<file path="src/shared/tlptx_pkg.sv">
// Constants, field layouts and helper functions shared by both ends of the packet transmit port.
package tlptx_pkg;
	localparam int DATA_W = 64;
	localparam int KEEP_W = 8;
	localparam int FIFO_W = DATA_W + KEEP_W + 1;
	localparam int FIFO_DEPTH = 16;
	localparam int LVL_W = 5;
	localparam logic [7:0] KEEP_ALL = 8'hff;
	localparam logic [7:0] KEEP_LOW = 8'h0f;
	localparam logic [31:0] DW_ZERO = 32'h00000000;
	// Header format and type codes of the packets that the device builds itself.
	localparam logic [2:0] FMT_3DW_NODATA = 3'h0;
	localparam logic [2:0] FMT_4DW_NODATA = 3'h1;
	localparam logic [4:0] TYPE_CPL = 5'h0a;
	localparam logic [4:0] TYPE_MSG_ROOT = 5'h10;
	localparam logic [23:0] DW0_LOW_ZERO = 24'h000000;
	localparam logic [11:0] CPL_BYTE_CNT = 12'h004;
	localparam logic [7:0] MSG_TAG = 8'h00;
	localparam logic [7:0] MSG_ERR_COR = 8'h30;
	localparam logic [7:0] MSG_ERR_NONFATAL = 8'h31;
	localparam logic [7:0] MSG_ERR_FATAL = 8'h33;
	localparam logic [1:0] SEV_COR = 2'h0;
	localparam logic [1:0] SEV_NONFATAL = 2'h1;
	// Longest time the user end withholds the grant while a core packet waits, in clock cycles.
	localparam logic [9:0] GNT_WAIT_MAX = 10'h100;

	// Bit 0 of the format field selects a four-word header.
	function automatic logic is_4dw(input logic [2:0] fmt);
		return fmt[0];
	endfunction

	// Keep value of the final beat of a payload-free packet.
	function automatic logic [7:0] last_keep(input logic [2:0] fmt);
		return is_4dw(fmt) ? KEEP_ALL : KEEP_LOW;
	endfunction

	// The earlier word of a pair sits in the low half, each word big-endian.
	function automatic logic [63:0] beat_of(input logic [31:0] first_dw, input logic [31:0] second_dw);
		return {second_dw, first_dw};
	endfunction

	// A low-keep final beat carries nothing above bit 31.
	function automatic logic [63:0] clean_data(input logic [63:0] data, input logic [7:0] keep);
		return (keep == KEEP_LOW) ? {DW_ZERO, data[31:0]} : data;
	endfunction
endpackage

</file>
<file path="src/shared/tlptx_if.sv">
// Transmit stream and core-packet arbitration signals between user logic and the device.
interface tlptx_if;
	logic tvalid;
	logic tready;
	logic [63:0] tdata;
	logic [7:0] tkeep;
	logic tlast;
	logic cfg_req;
	logic cfg_gnt;

	modport dev (
		input tvalid,
		input tdata,
		input tkeep,
		input tlast,
		input cfg_gnt,
		output tready,
		output cfg_req
	);

	modport usr (
		output tvalid,
		output tdata,
		output tkeep,
		output tlast,
		output cfg_gnt,
		input tready,
		input cfg_req
	);
endinterface

</file>
<file path="src/hdl/tlptx_dev.sv">
// Device end of the transmit stream port: buffers user packets and inserts its own packets.
// Functional notes
// RL1: Packet bytes travel in big-endian order.
// RL2: Byte 0 on bits 31:24, descending.
// RL3: Header is three or four words.
// RL4: User submits only well-formed packets.
// RL5: Device builds its own configuration completions.
// RL6: Device builds error messages for bad requests.
// RL7: User builds requests and its own completions.
// RL8: User completes its extended configuration accesses.
// RL9: Endpoint raises request while core packet waits.
// RL10: Steady grant: core first, user blocked.
// RL11: User may delay grant, then pulse it.
// RL12: User must not withhold grant forever.
// RL13: Root port does no base/limit filtering.
// RL14: Beat transfers only while tready high.
// RL15: User keeps tvalid high across packet.
// RL16: Last beat keep FF, or 0F low.
// RL17: User drops tvalid after final beat.
// RL18: Back-to-back packets accepted without gap.
// RL19: Three-word header, no payload: keep 0F.
// RL20: Four-word header, no payload: keep FF.
// RL21: User holds outputs while tready low.
// RL22: Non-final beats keep FF; upper ignored.
////////////////////////////////////////////////////////////////////////////////
module tlptx_dev #(
	parameter bit IS_ENDPOINT = 1'b1
) (
	input wire logic I_CLK_SYS,
	input wire logic I_RESET_N,
	tlptx_if.dev TX_IF,
	input wire logic I_CPL_REQ,
	input wire logic [15:0] I_CPL_REQ_ID,
	input wire logic [7:0] I_CPL_TAG,
	input wire logic [2:0] I_CPL_STATUS,
	input wire logic [6:0] I_CPL_LOW_ADDR,
	input wire logic I_ERR_REQ,
	input wire logic [1:0] I_ERR_SEVERITY,
	input wire logic [15:0] I_DEV_ID,
	input wire logic I_LINK_READY,
	output logic O_LINK_VALID,
	output logic [63:0] O_LINK_DATA,
	output logic [7:0] O_LINK_KEEP,
	output logic O_LINK_LAST,
	output logic O_CPL_PENDING,
	output logic O_ERR_PENDING
);
	localparam int LW = tlptx_pkg::LVL_W;
	localparam int DEPTH = tlptx_pkg::FIFO_DEPTH;
	localparam int FW = tlptx_pkg::FIFO_W;
	localparam int PEND_CPL = 0;
	localparam int PEND_ERR = 1;

	typedef struct packed {
		logic tready;
		logic cfg_req;
		logic in_mid;
		logic out_mid;
		logic [1:0] pend;
		logic granted;
		logic core_act;
		logic core_err;
		logic core_beat;
		logic [15:0] cpl_rid;
		logic [7:0] cpl_tag;
		logic [2:0] cpl_sts;
		logic [6:0] cpl_addr;
		logic [7:0] err_code;
		logic lvalid;
		logic [63:0] ldata;
		logic [7:0] lkeep;
		logic llast;
	} tlptx_dev_s;

	tlptx_dev_s r;
	tlptx_dev_s next_r;

	logic push;
	logic [FW-1:0] fifo_in;
	logic fifo_ready;
	logic fifo_valid;
	logic fifo_pop;
	logic [FW-1:0] fifo_out;
	logic [LW-1:0] fifo_lvl;

	// More than the FIFO depth of beats can never be in flight, so the block only
	// needs its own room check; a full FIFO simply lowers tready.
	tlptx_fifo #(
		.W(FW),
		.D(DEPTH)
	) u_fifo (
		.i_clk(I_CLK_SYS),
		.i_rst_n(I_RESET_N),
		.i_valid(push),
		.o_ready(fifo_ready),
		.i_data(fifo_in),
		.o_valid(fifo_valid),
		.i_ready(fifo_pop),
		.o_data(fifo_out),
		.o_level(fifo_lvl)
	);

	assign TX_IF.tready = r.tready;
	assign TX_IF.cfg_req = r.cfg_req;
	assign O_LINK_VALID = r.lvalid;
	assign O_LINK_DATA = r.ldata;
	assign O_LINK_KEEP = r.lkeep;
	assign O_LINK_LAST = r.llast;
	assign O_CPL_PENDING = r.pend[PEND_CPL];
	assign O_ERR_PENDING = r.pend[PEND_ERR];

	////////////////////////////////////////////////////////////////////////////////
	// Headers of the packets built inside the device.

	function automatic logic [7:0] sev_code(input logic [1:0] sev);
		logic [7:0] code;
		case (sev)
			tlptx_pkg::SEV_COR: code = tlptx_pkg::MSG_ERR_COR;
			tlptx_pkg::SEV_NONFATAL: code = tlptx_pkg::MSG_ERR_NONFATAL;
			default: code = tlptx_pkg::MSG_ERR_FATAL;
		endcase
		return code;
	endfunction

	logic core_start;
	logic core_sel_err;
	logic core_beat_now;
	logic [2:0] core_fmt;
	logic [31:0] dw0;
	logic [31:0] dw1;
	logic [31:0] dw2;
	logic [31:0] dw3;
	logic link_take;
	logic [LW-1:0] lvl_next;
	logic [1:0] pend_clr;

	always_comb begin
		next_r = r;
		pend_clr = '0;
		fifo_pop = 1'b0;
		// A low-keep final beat is stored with its upper half cleared. [RL22]
		push = TX_IF.tvalid && r.tready && fifo_ready; // [RL14]
		fifo_in = {tlptx_pkg::clean_data(TX_IF.tdata, TX_IF.tkeep), TX_IF.tkeep, TX_IF.tlast};
		// Structure is not checked: a malformed packet goes out as presented. [RL4]
		// No base/limit filtering is done in either configuration. [RL13]
		if (push) begin
			next_r.in_mid = !TX_IF.tlast; // [RL18]
		end

		// Completions to configuration requests take priority over error messages.
		core_start = !r.core_act && r.granted && !r.out_mid && (r.pend != '0);
		core_sel_err = r.core_act ? r.core_err : !r.pend[PEND_CPL];
		core_beat_now = r.core_act ? r.core_beat : 1'b0;
		if (core_sel_err) begin
			core_fmt = tlptx_pkg::FMT_4DW_NODATA; // [RL6]
			dw0 = {core_fmt, tlptx_pkg::TYPE_MSG_ROOT, tlptx_pkg::DW0_LOW_ZERO};
			dw1 = {I_DEV_ID, tlptx_pkg::MSG_TAG, r.err_code};
			dw2 = tlptx_pkg::DW_ZERO;
			dw3 = tlptx_pkg::DW_ZERO;
		end else begin
			core_fmt = tlptx_pkg::FMT_3DW_NODATA; // [RL5]
			dw0 = {core_fmt, tlptx_pkg::TYPE_CPL, tlptx_pkg::DW0_LOW_ZERO};
			dw1 = {I_DEV_ID, r.cpl_sts, 1'b0, tlptx_pkg::CPL_BYTE_CNT};
			dw2 = {r.cpl_rid, r.cpl_tag, 1'b0, r.cpl_addr};
			dw3 = tlptx_pkg::DW_ZERO;
		end

		// Output register toward the link; it reloads when empty or drained.
		link_take = !r.lvalid || I_LINK_READY;
		if (link_take) begin
			if (r.core_act || core_start) begin
				next_r.lvalid = 1'b1;
				next_r.core_err = core_sel_err;
				if (!core_beat_now) begin
					next_r.ldata = tlptx_pkg::beat_of(dw0, dw1); // [RL1] [RL2]
					next_r.lkeep = tlptx_pkg::KEEP_ALL;
					next_r.llast = 1'b0;
					next_r.core_act = 1'b1;
					next_r.core_beat = 1'b1;
				end else begin
					next_r.ldata = tlptx_pkg::beat_of(dw2, dw3);
					next_r.lkeep = tlptx_pkg::last_keep(core_fmt); // [RL3]
					next_r.llast = 1'b1;
					next_r.core_act = 1'b0;
					next_r.core_beat = 1'b0;
					next_r.granted = 1'b0;
					pend_clr[core_sel_err ? PEND_ERR : PEND_CPL] = 1'b1;
				end
			end else if (fifo_valid) begin
				fifo_pop = 1'b1;
				next_r.lvalid = 1'b1;
				{next_r.ldata, next_r.lkeep, next_r.llast} = fifo_out;
				next_r.out_mid = !fifo_out[0];
			end else begin
				next_r.lvalid = 1'b0;
			end
		end

		// New requests win over the clear of the same flag; fields are taken
		// only while that kind is idle or clearing, so one of each can be outstanding.
		if (I_CPL_REQ && (!r.pend[PEND_CPL] || pend_clr[PEND_CPL])) begin
			next_r.cpl_rid = I_CPL_REQ_ID;
			next_r.cpl_tag = I_CPL_TAG;
			next_r.cpl_sts = I_CPL_STATUS;
			next_r.cpl_addr = I_CPL_LOW_ADDR;
		end
		if (I_ERR_REQ && (!r.pend[PEND_ERR] || pend_clr[PEND_ERR])) begin
			next_r.err_code = sev_code(I_ERR_SEVERITY);
		end
		next_r.pend[PEND_CPL] = (r.pend[PEND_CPL] && !pend_clr[PEND_CPL]) || I_CPL_REQ;
		next_r.pend[PEND_ERR] = (r.pend[PEND_ERR] && !pend_clr[PEND_ERR]) || I_ERR_REQ;

		// One cycle of grant is remembered until the core packet has gone out. [RL11]
		if (TX_IF.cfg_gnt && (r.pend != '0) && !(r.core_act && link_take && r.core_beat)) begin
			next_r.granted = 1'b1; // [RL10]
		end
		next_r.cfg_req = IS_ENDPOINT && (next_r.pend != '0); // [RL9]

		// tready is registered, so it looks one cycle ahead at the FIFO room.
		lvl_next = fifo_lvl + LW'(push) - LW'(fifo_pop);
		next_r.tready = (lvl_next < LW'(DEPTH));
		// A granted core packet stops user packets only at a packet boundary. [RL10]
		if (next_r.granted && (next_r.pend != '0) && !next_r.in_mid) begin
			next_r.tready = 1'b0;
		end
	end

	always_ff @(posedge I_CLK_SYS or negedge I_RESET_N) begin
		if (!I_RESET_N) begin
			r <= '0;
		end else begin
			r <= next_r;
		end
	end
endmodule // tlptx_dev

</file>
<file path="src/hdl/tlptx_fifo.sv">
// Synchronous FIFO with valid and ready on both sides.
module tlptx_fifo #(
	parameter int W = 73,
	parameter int D = 16
) (
	input wire logic i_clk,
	input wire logic i_rst_n,
	input wire logic i_valid,
	output logic o_ready,
	input wire logic [W-1:0] i_data,
	output logic o_valid,
	input wire logic i_ready,
	output logic [W-1:0] o_data,
	output logic [$clog2(D):0] o_level
);
	localparam int PW = $clog2(D);

	typedef struct packed {
		logic [D-1:0][W-1:0] mem;
		logic [PW-1:0] wptr;
		logic [PW-1:0] rptr;
		logic [PW:0] level;
	} tlptx_fifo_s;

	tlptx_fifo_s r;
	tlptx_fifo_s next_r;
	logic push;
	logic pop;

	assign o_ready = r.level != (PW+1)'(D);
	assign o_valid = r.level != '0;
	assign o_data = r.mem[r.rptr];
	assign o_level = r.level;

	always_comb begin
		next_r = r;
		push = i_valid && o_ready;
		pop = o_valid && i_ready;
		if (push) begin
			next_r.mem[r.wptr] = i_data;
			next_r.wptr = r.wptr + PW'(1);
		end
		if (pop) begin
			next_r.rptr = r.rptr + PW'(1);
		end
		next_r.level = r.level + (PW+1)'(push) - (PW+1)'(pop);
	end

	always_ff @(posedge i_clk or negedge i_rst_n) begin
		if (!i_rst_n) begin
			r <= '0;
		end else begin
			r <= next_r;
		end
	end
endmodule // tlptx_fifo

</file>
<file path="src/flat_wrapper.sv">
// flat-port wrapper written by rule: the top's interface ports become plain ports
module tlptx_dev_flat 
#(
	parameter bit IS_ENDPOINT = 1'b1
)
  (I_CLK_SYS, I_RESET_N, I_CPL_REQ, I_CPL_REQ_ID, I_CPL_TAG, I_CPL_STATUS, I_CPL_LOW_ADDR, I_ERR_REQ, I_ERR_SEVERITY, I_DEV_ID, I_LINK_READY, O_LINK_VALID, O_LINK_DATA, O_LINK_KEEP, O_LINK_LAST, O_CPL_PENDING, O_ERR_PENDING, TX_IF_tvalid, TX_IF_tdata, TX_IF_tkeep, TX_IF_tlast, TX_IF_cfg_gnt, TX_IF_tready, TX_IF_cfg_req);
  tlptx_if TX_IF_i ();
  input wire logic I_CLK_SYS;
  input wire logic I_RESET_N;
  input wire logic I_CPL_REQ;
  input wire logic [15:0] I_CPL_REQ_ID;
  input wire logic [7:0] I_CPL_TAG;
  input wire logic [2:0] I_CPL_STATUS;
  input wire logic [6:0] I_CPL_LOW_ADDR;
  input wire logic I_ERR_REQ;
  input wire logic [1:0] I_ERR_SEVERITY;
  input wire logic [15:0] I_DEV_ID;
  input wire logic I_LINK_READY;
  output logic O_LINK_VALID;
  output logic [63:0] O_LINK_DATA;
  output logic [7:0] O_LINK_KEEP;
  output logic O_LINK_LAST;
  output logic O_CPL_PENDING;
  output logic O_ERR_PENDING;
  input wire logic [$bits(TX_IF_i.tvalid)-1:0] TX_IF_tvalid;
  input wire logic [$bits(TX_IF_i.tdata)-1:0] TX_IF_tdata;
  input wire logic [$bits(TX_IF_i.tkeep)-1:0] TX_IF_tkeep;
  input wire logic [$bits(TX_IF_i.tlast)-1:0] TX_IF_tlast;
  input wire logic [$bits(TX_IF_i.cfg_gnt)-1:0] TX_IF_cfg_gnt;
  output wire logic [$bits(TX_IF_i.tready)-1:0] TX_IF_tready;
  output wire logic [$bits(TX_IF_i.cfg_req)-1:0] TX_IF_cfg_req;
  assign TX_IF_i.tvalid = TX_IF_tvalid;
  assign TX_IF_i.tdata = TX_IF_tdata;
  assign TX_IF_i.tkeep = TX_IF_tkeep;
  assign TX_IF_i.tlast = TX_IF_tlast;
  assign TX_IF_i.cfg_gnt = TX_IF_cfg_gnt;
  assign TX_IF_tready = TX_IF_i.tready;
  assign TX_IF_cfg_req = TX_IF_i.cfg_req;
  tlptx_dev #(.IS_ENDPOINT(IS_ENDPOINT)) u_core (.I_CLK_SYS(I_CLK_SYS), .I_RESET_N(I_RESET_N), .TX_IF(TX_IF_i), .I_CPL_REQ(I_CPL_REQ), .I_CPL_REQ_ID(I_CPL_REQ_ID), .I_CPL_TAG(I_CPL_TAG), .I_CPL_STATUS(I_CPL_STATUS), .I_CPL_LOW_ADDR(I_CPL_LOW_ADDR), .I_ERR_REQ(I_ERR_REQ), .I_ERR_SEVERITY(I_ERR_SEVERITY), .I_DEV_ID(I_DEV_ID), .I_LINK_READY(I_LINK_READY), .O_LINK_VALID(O_LINK_VALID), .O_LINK_DATA(O_LINK_DATA), .O_LINK_KEEP(O_LINK_KEEP), .O_LINK_LAST(O_LINK_LAST), .O_CPL_PENDING(O_CPL_PENDING), .O_ERR_PENDING(O_ERR_PENDING));
endmodule
</file>
<file path="config.mk">
export PLATFORM = sky130hd
export DESIGN_NAME = tlptx_dev_flat
export DESIGN_NICKNAME = d
export VERILOG_FILES = /design/src/shared/tlptx_pkg.sv /design/src/shared/tlptx_if.sv /design/src/hdl/tlptx_dev.sv /design/src/hdl/tlptx_fifo.sv /design/src/flat_wrapper.sv
export SDC_FILE = /design/constraint.sdc
export NUM_CORES = 2
export LEC_CHECK = 0
export ABC_CLOCK_PERIOD_IN_PS = 3100
export BUFFER_PORTS_ARGS = -buffer_cell sky130_fd_sc_hd__buf_2
export CAP_MARGIN = 20
export CORE_MARGIN = 2
export CORE_UTILIZATION = 55
export DETAILED_ROUTE_END_ITERATION = 7
export PLACE_DENSITY = 0.75
export SETUP_SLACK_MARGIN = 0.5
export SYNTH_ARGS = -nofsm -noshare
export SYNTH_HDL_FRONTEND = slang
export SYNTH_HIERARCHICAL = 1
export SYNTH_SLANG_ARGS = --single-unit
</file>
<file path="constraint.sdc">
create_clock -name I_CLK_SYS -period 3.1 [get_ports I_CLK_SYS]
set_input_delay 0.31 -clock I_CLK_SYS [delete_from_list [all_inputs] [get_ports I_CLK_SYS]]
set_output_delay 0.31 -clock I_CLK_SYS [all_outputs]
set_load 0.01 [all_outputs]
</file>
==> metrics.cfg <==
[critical_path]
reg2reg_depth=14
r2r_slack_ns=0.38
worst-setup-path-type=reg -> reg
worstPathArrival_ns=3.39
path_max_fanout=4
startpoint_type=flop
required_ns=3.77
r2r_start=u_core/u_fifo/o_level[3]$_DFF_PN0_
critPathLaunch=u_core/u_fifo/o_level[3]$_DFF_PN0_
r2r_end=u_core/u_fifo/o_level[4]$_DFF_PN0_
crit_path_end_kind=flop

[synth]
yosys.area_share.simple_pct=1.70
yosysWarnings=6
synthTopCellsByArea=dfrtp_1 (54%), mux2_2 (23%), mux4_2 (5.5%), mux2i_1 (5.0%), a221oi_1 (2.1%)
netlist_instances=4078
synth_most_common_cell=dfrtp_1
synth_xor_xnor_area_share_pct=0.160
synth-seq-cells=1301
synth_mux_area_share_pct=34.3
synth-main-ff-cell=dfrtp_1
synth_seq_area_share_pct=54.2
synth_cell_type_count=51
synthTopCellsByCount=dfrtp_1 (1301), mux2_2 (1202), mux2i_1 (298), buf_4 (158), clkbuf_1 (157)
synth_async_sr_flop_share_pct=100
synth_top_family_by_area=multiplexers
synthesis.area_mm2=0.0601
synth_fp_nets=4226
synth_fa_ha_area_share_pct=0.346
yosysTopAreaCell=dfrtp_1
synth_compound_area_share_pct=5.05
synth-edff-count=0
avgSynthCellArea_um2=14.7
yosysTopAreaCellShare_pct=54.2

[global_route]
grt_pass1_vias=38671
grt_use_met3_pct=4.92
met2_usage_pct=44.7
grt_use_met1_pct=38.2
overflow=0
grt_max_degree=118
busiest_layer=met2
grt_usage_pct=27.8
antenna_found_initial=7
grt_pass1_wl_um=237000

[floorplan]
initial_core_util_pct=55.3
core_mm2=0.109
io_pins=210
die_y_um=334
num_rows=121
die_x_um=334
die_area_mm2=0.112

[placed_design]
io_buffers=209
dpl_cell_area_mm2=0.0627
dp_hpwl_um=88400
placedCellCount=5423
gp_congestion=0.791

[cells_and_area]
final_area_mm2=0.0687
utilization_pct=63.2
area_growth_pct=14.3
finalNetCount=4411
fin_cells=5783
drive_gt1_share_pct=47.1

[clocking]
cts_buffers=139
htreeDepth=4
cts_tree=built
cts_num_sinks=1301
clock_latency_ns=0.75
root_buffer=clkbuf_16
clk_pin_slew_ns=0.06
cts.path.max_buffers=3

[sta]
finalCritPeriodShare_pct=87.7
fin_worst_skew_ns=0.0276
tightest_slew_ns=1.09
setup_tns_ns=0
slew_violations=0
period_minus_slack_ns=2.72
rsz0062_at_grt=yes
setup_viol=0
hold_violations=0
slew_headroom_pct=27.2
fmax_mhz=368
hold_slack_ns=0.0252

[worst_hold_path]
min_from=TX_IF_tdata[9]
whs_endpoint=u_core/u_fifo/r[469]$_DFFE_PN0P_
hp-class=in -> reg
hold_depth=2

[routing]
wire_per_inst_um=27.0
wirelength_um=156000
drtIter0Drc=2770
first_pass_iters=5
ant_nets=0
vias_per_cell=6.32
num_vias=36576
drcViolationCount=0

[run_status]
status=finished, final reports clean

[power]
vdd_drop_max_mv=0.948
p_per_area_mw_per_mm2=1040
leakage_nw=33.0

[job]
max_cap_violations=0

-- worst max path at each step --
| stage | end |
|---|---|
| global placement | u_core/u_fifo/o_level[4]$_DFF_PN0_ |
| CTS | u_core/u_fifo/o_level[4]$_DFF_PN0_ |
| floorplan | u_core/u_fifo/o_level[4]$_DFF_PN0_ |
| finish | u_core/u_fifo/o_level[4]$_DFF_PN0_ |
| global route | u_core/u_fifo/o_level[4]$_DFF_PN0_ |
| detailed placement | u_core/u_fifo/o_level[4]$_DFF_PN0_ |
-- cell usage in the layout, fill, tap and decap left out, types with 18 or more instances in the layout --
| cell | count |
|---|---|
| nand2_1 | 77 |
| clkbuf_16 | 147 |
| dlygate4sd3_1 | 68 |
| mux2_1 | 18 |
| buf_4 | 89 |
| a21oi_1 | 27 |
| nor2b_1 | 36 |
| mux2_4 | 39 |
| buf_2 | 208 |
| a22o_1 | 38 |
| clkbuf_1 | 37 |
| dfrtp_1 | 1296 |
| buf_12 | 72 |
| o21ai_0 | 99 |
| mux2i_1 | 297 |
| a221oi_1 | 144 |
| mux2_2 | 1202 |
| mux4_2 | 146 |
| a22oi_1 | 74 |
| clkbuf_8 | 33 |
-- critical path, stage by stage (launching register included) --
cell     delay (ns)
dfrtp_1        0.39
inv_2          0.09
ha_4           0.13
or4b_4         0.51
nand2_8        0.10
inv_6          0.04
and2_4         0.14
ha_4           0.26
inv_2          0.04
ha_4           0.16
fa_2           0.34
a21oi_2        0.12
nor2_1         0.07
nor2_1         0.13
xnor2_1        0.13
-- registers in the layout (all words and copies together) (netlist names) --
name                   cells
u_core/u_fifo/r         1176
u_core/O_LINK_DATA        64
u_core/r                  42
u_core/O_LINK_KEEP         8
u_core/u_fifo/o_level      5
u_core/O_CPL_PENDING       1
u_core/O_ERR_PENDING       1
u_core/O_LINK_LAST         1
u_core/O_LINK_VALID        1
u_core/TX_IF.cfg_req       1
u_core/TX_IF.tready        1
-- layout make-up --
| class | count | area, um2 |
|---|---|---|
| fill | 7736 | 39900 |
| sequential | 1301 | 32600 |
| multi-input combinational | 2331 | 25300 |
| timing repair buffer | 467 | 4490 |
| clock buffer | 209 | 4080 |
| tap | 1414 | 1770 |
| clock inverter | 36 | 383 |
| inverter | 23 | 93.8 |
| antenna | 2 | 5.00 |
-- per-stage QoR --
step | setup WS, ns | total power [mW]
2_1_floorplan | 0.219 | 46.3
3_3_place_gp | 0.239 | 53.0
3_5_place_dp | 0.215 | 54.2
4_1_cts | 0.407 | 71.0
5_1_grt | 0.319 | 75.2
6_report | 0.381 | 71.6
-- logic make-up (layout without fill, tap and decap cells) --
| group | Yosys count | in the layout |
|---|---|---|
| muxes | 1703 | 1703 |
| DFF | 1301 | 1301 |
| buffers and inverters | 446 | 735 |
| AOI/OAI and AO/OA | 414 | 414 |
| and+or+nand+nor | 187 | 187 |
| adders and majority gates | 16 | 16 |
| xor gates and xnor gates | 11 | 11 |
| other | 0 | 2 |
-- report_power, final --
| group | total (mW) | internal (mW) | leakage [nW] | switching (mW) |
|---|---|---|---|---|
| Clock | 16.3 | 9.39 | 2.20 | 6.87 |
| Combinational | 27.5 | 14.3 | 13.7 | 13.2 |
| Sequential | 27.9 | 24.1 | 17.1 | 3.72 |
| Total | 71.6 | 47.8 | 33.0 | 23.8 |
-- routing by layer --
metal  vias up  routed length [um]  part of all wire, %
met1     19723               67600                   43
met3       279                8690                  5.6
met4         6                4870                  3.1
met5         -                  45                0.029
met2      1119               74700                   48
li1      15449                   -                    -
-- timing repair --
item / 4_1_cts / 5_1_grt
gates resized for setup: 14 / 33
hold buffers: 68 / 0
endpoints found under the setup margin: 598 / 476
gates cloned: 3 / 7
pin swaps: 9 / 13
endpoints found under the hold margin: 232 / 0
buffers inserted: 8 / 19
No activity file was read; power rests on OpenSTA's default activity.
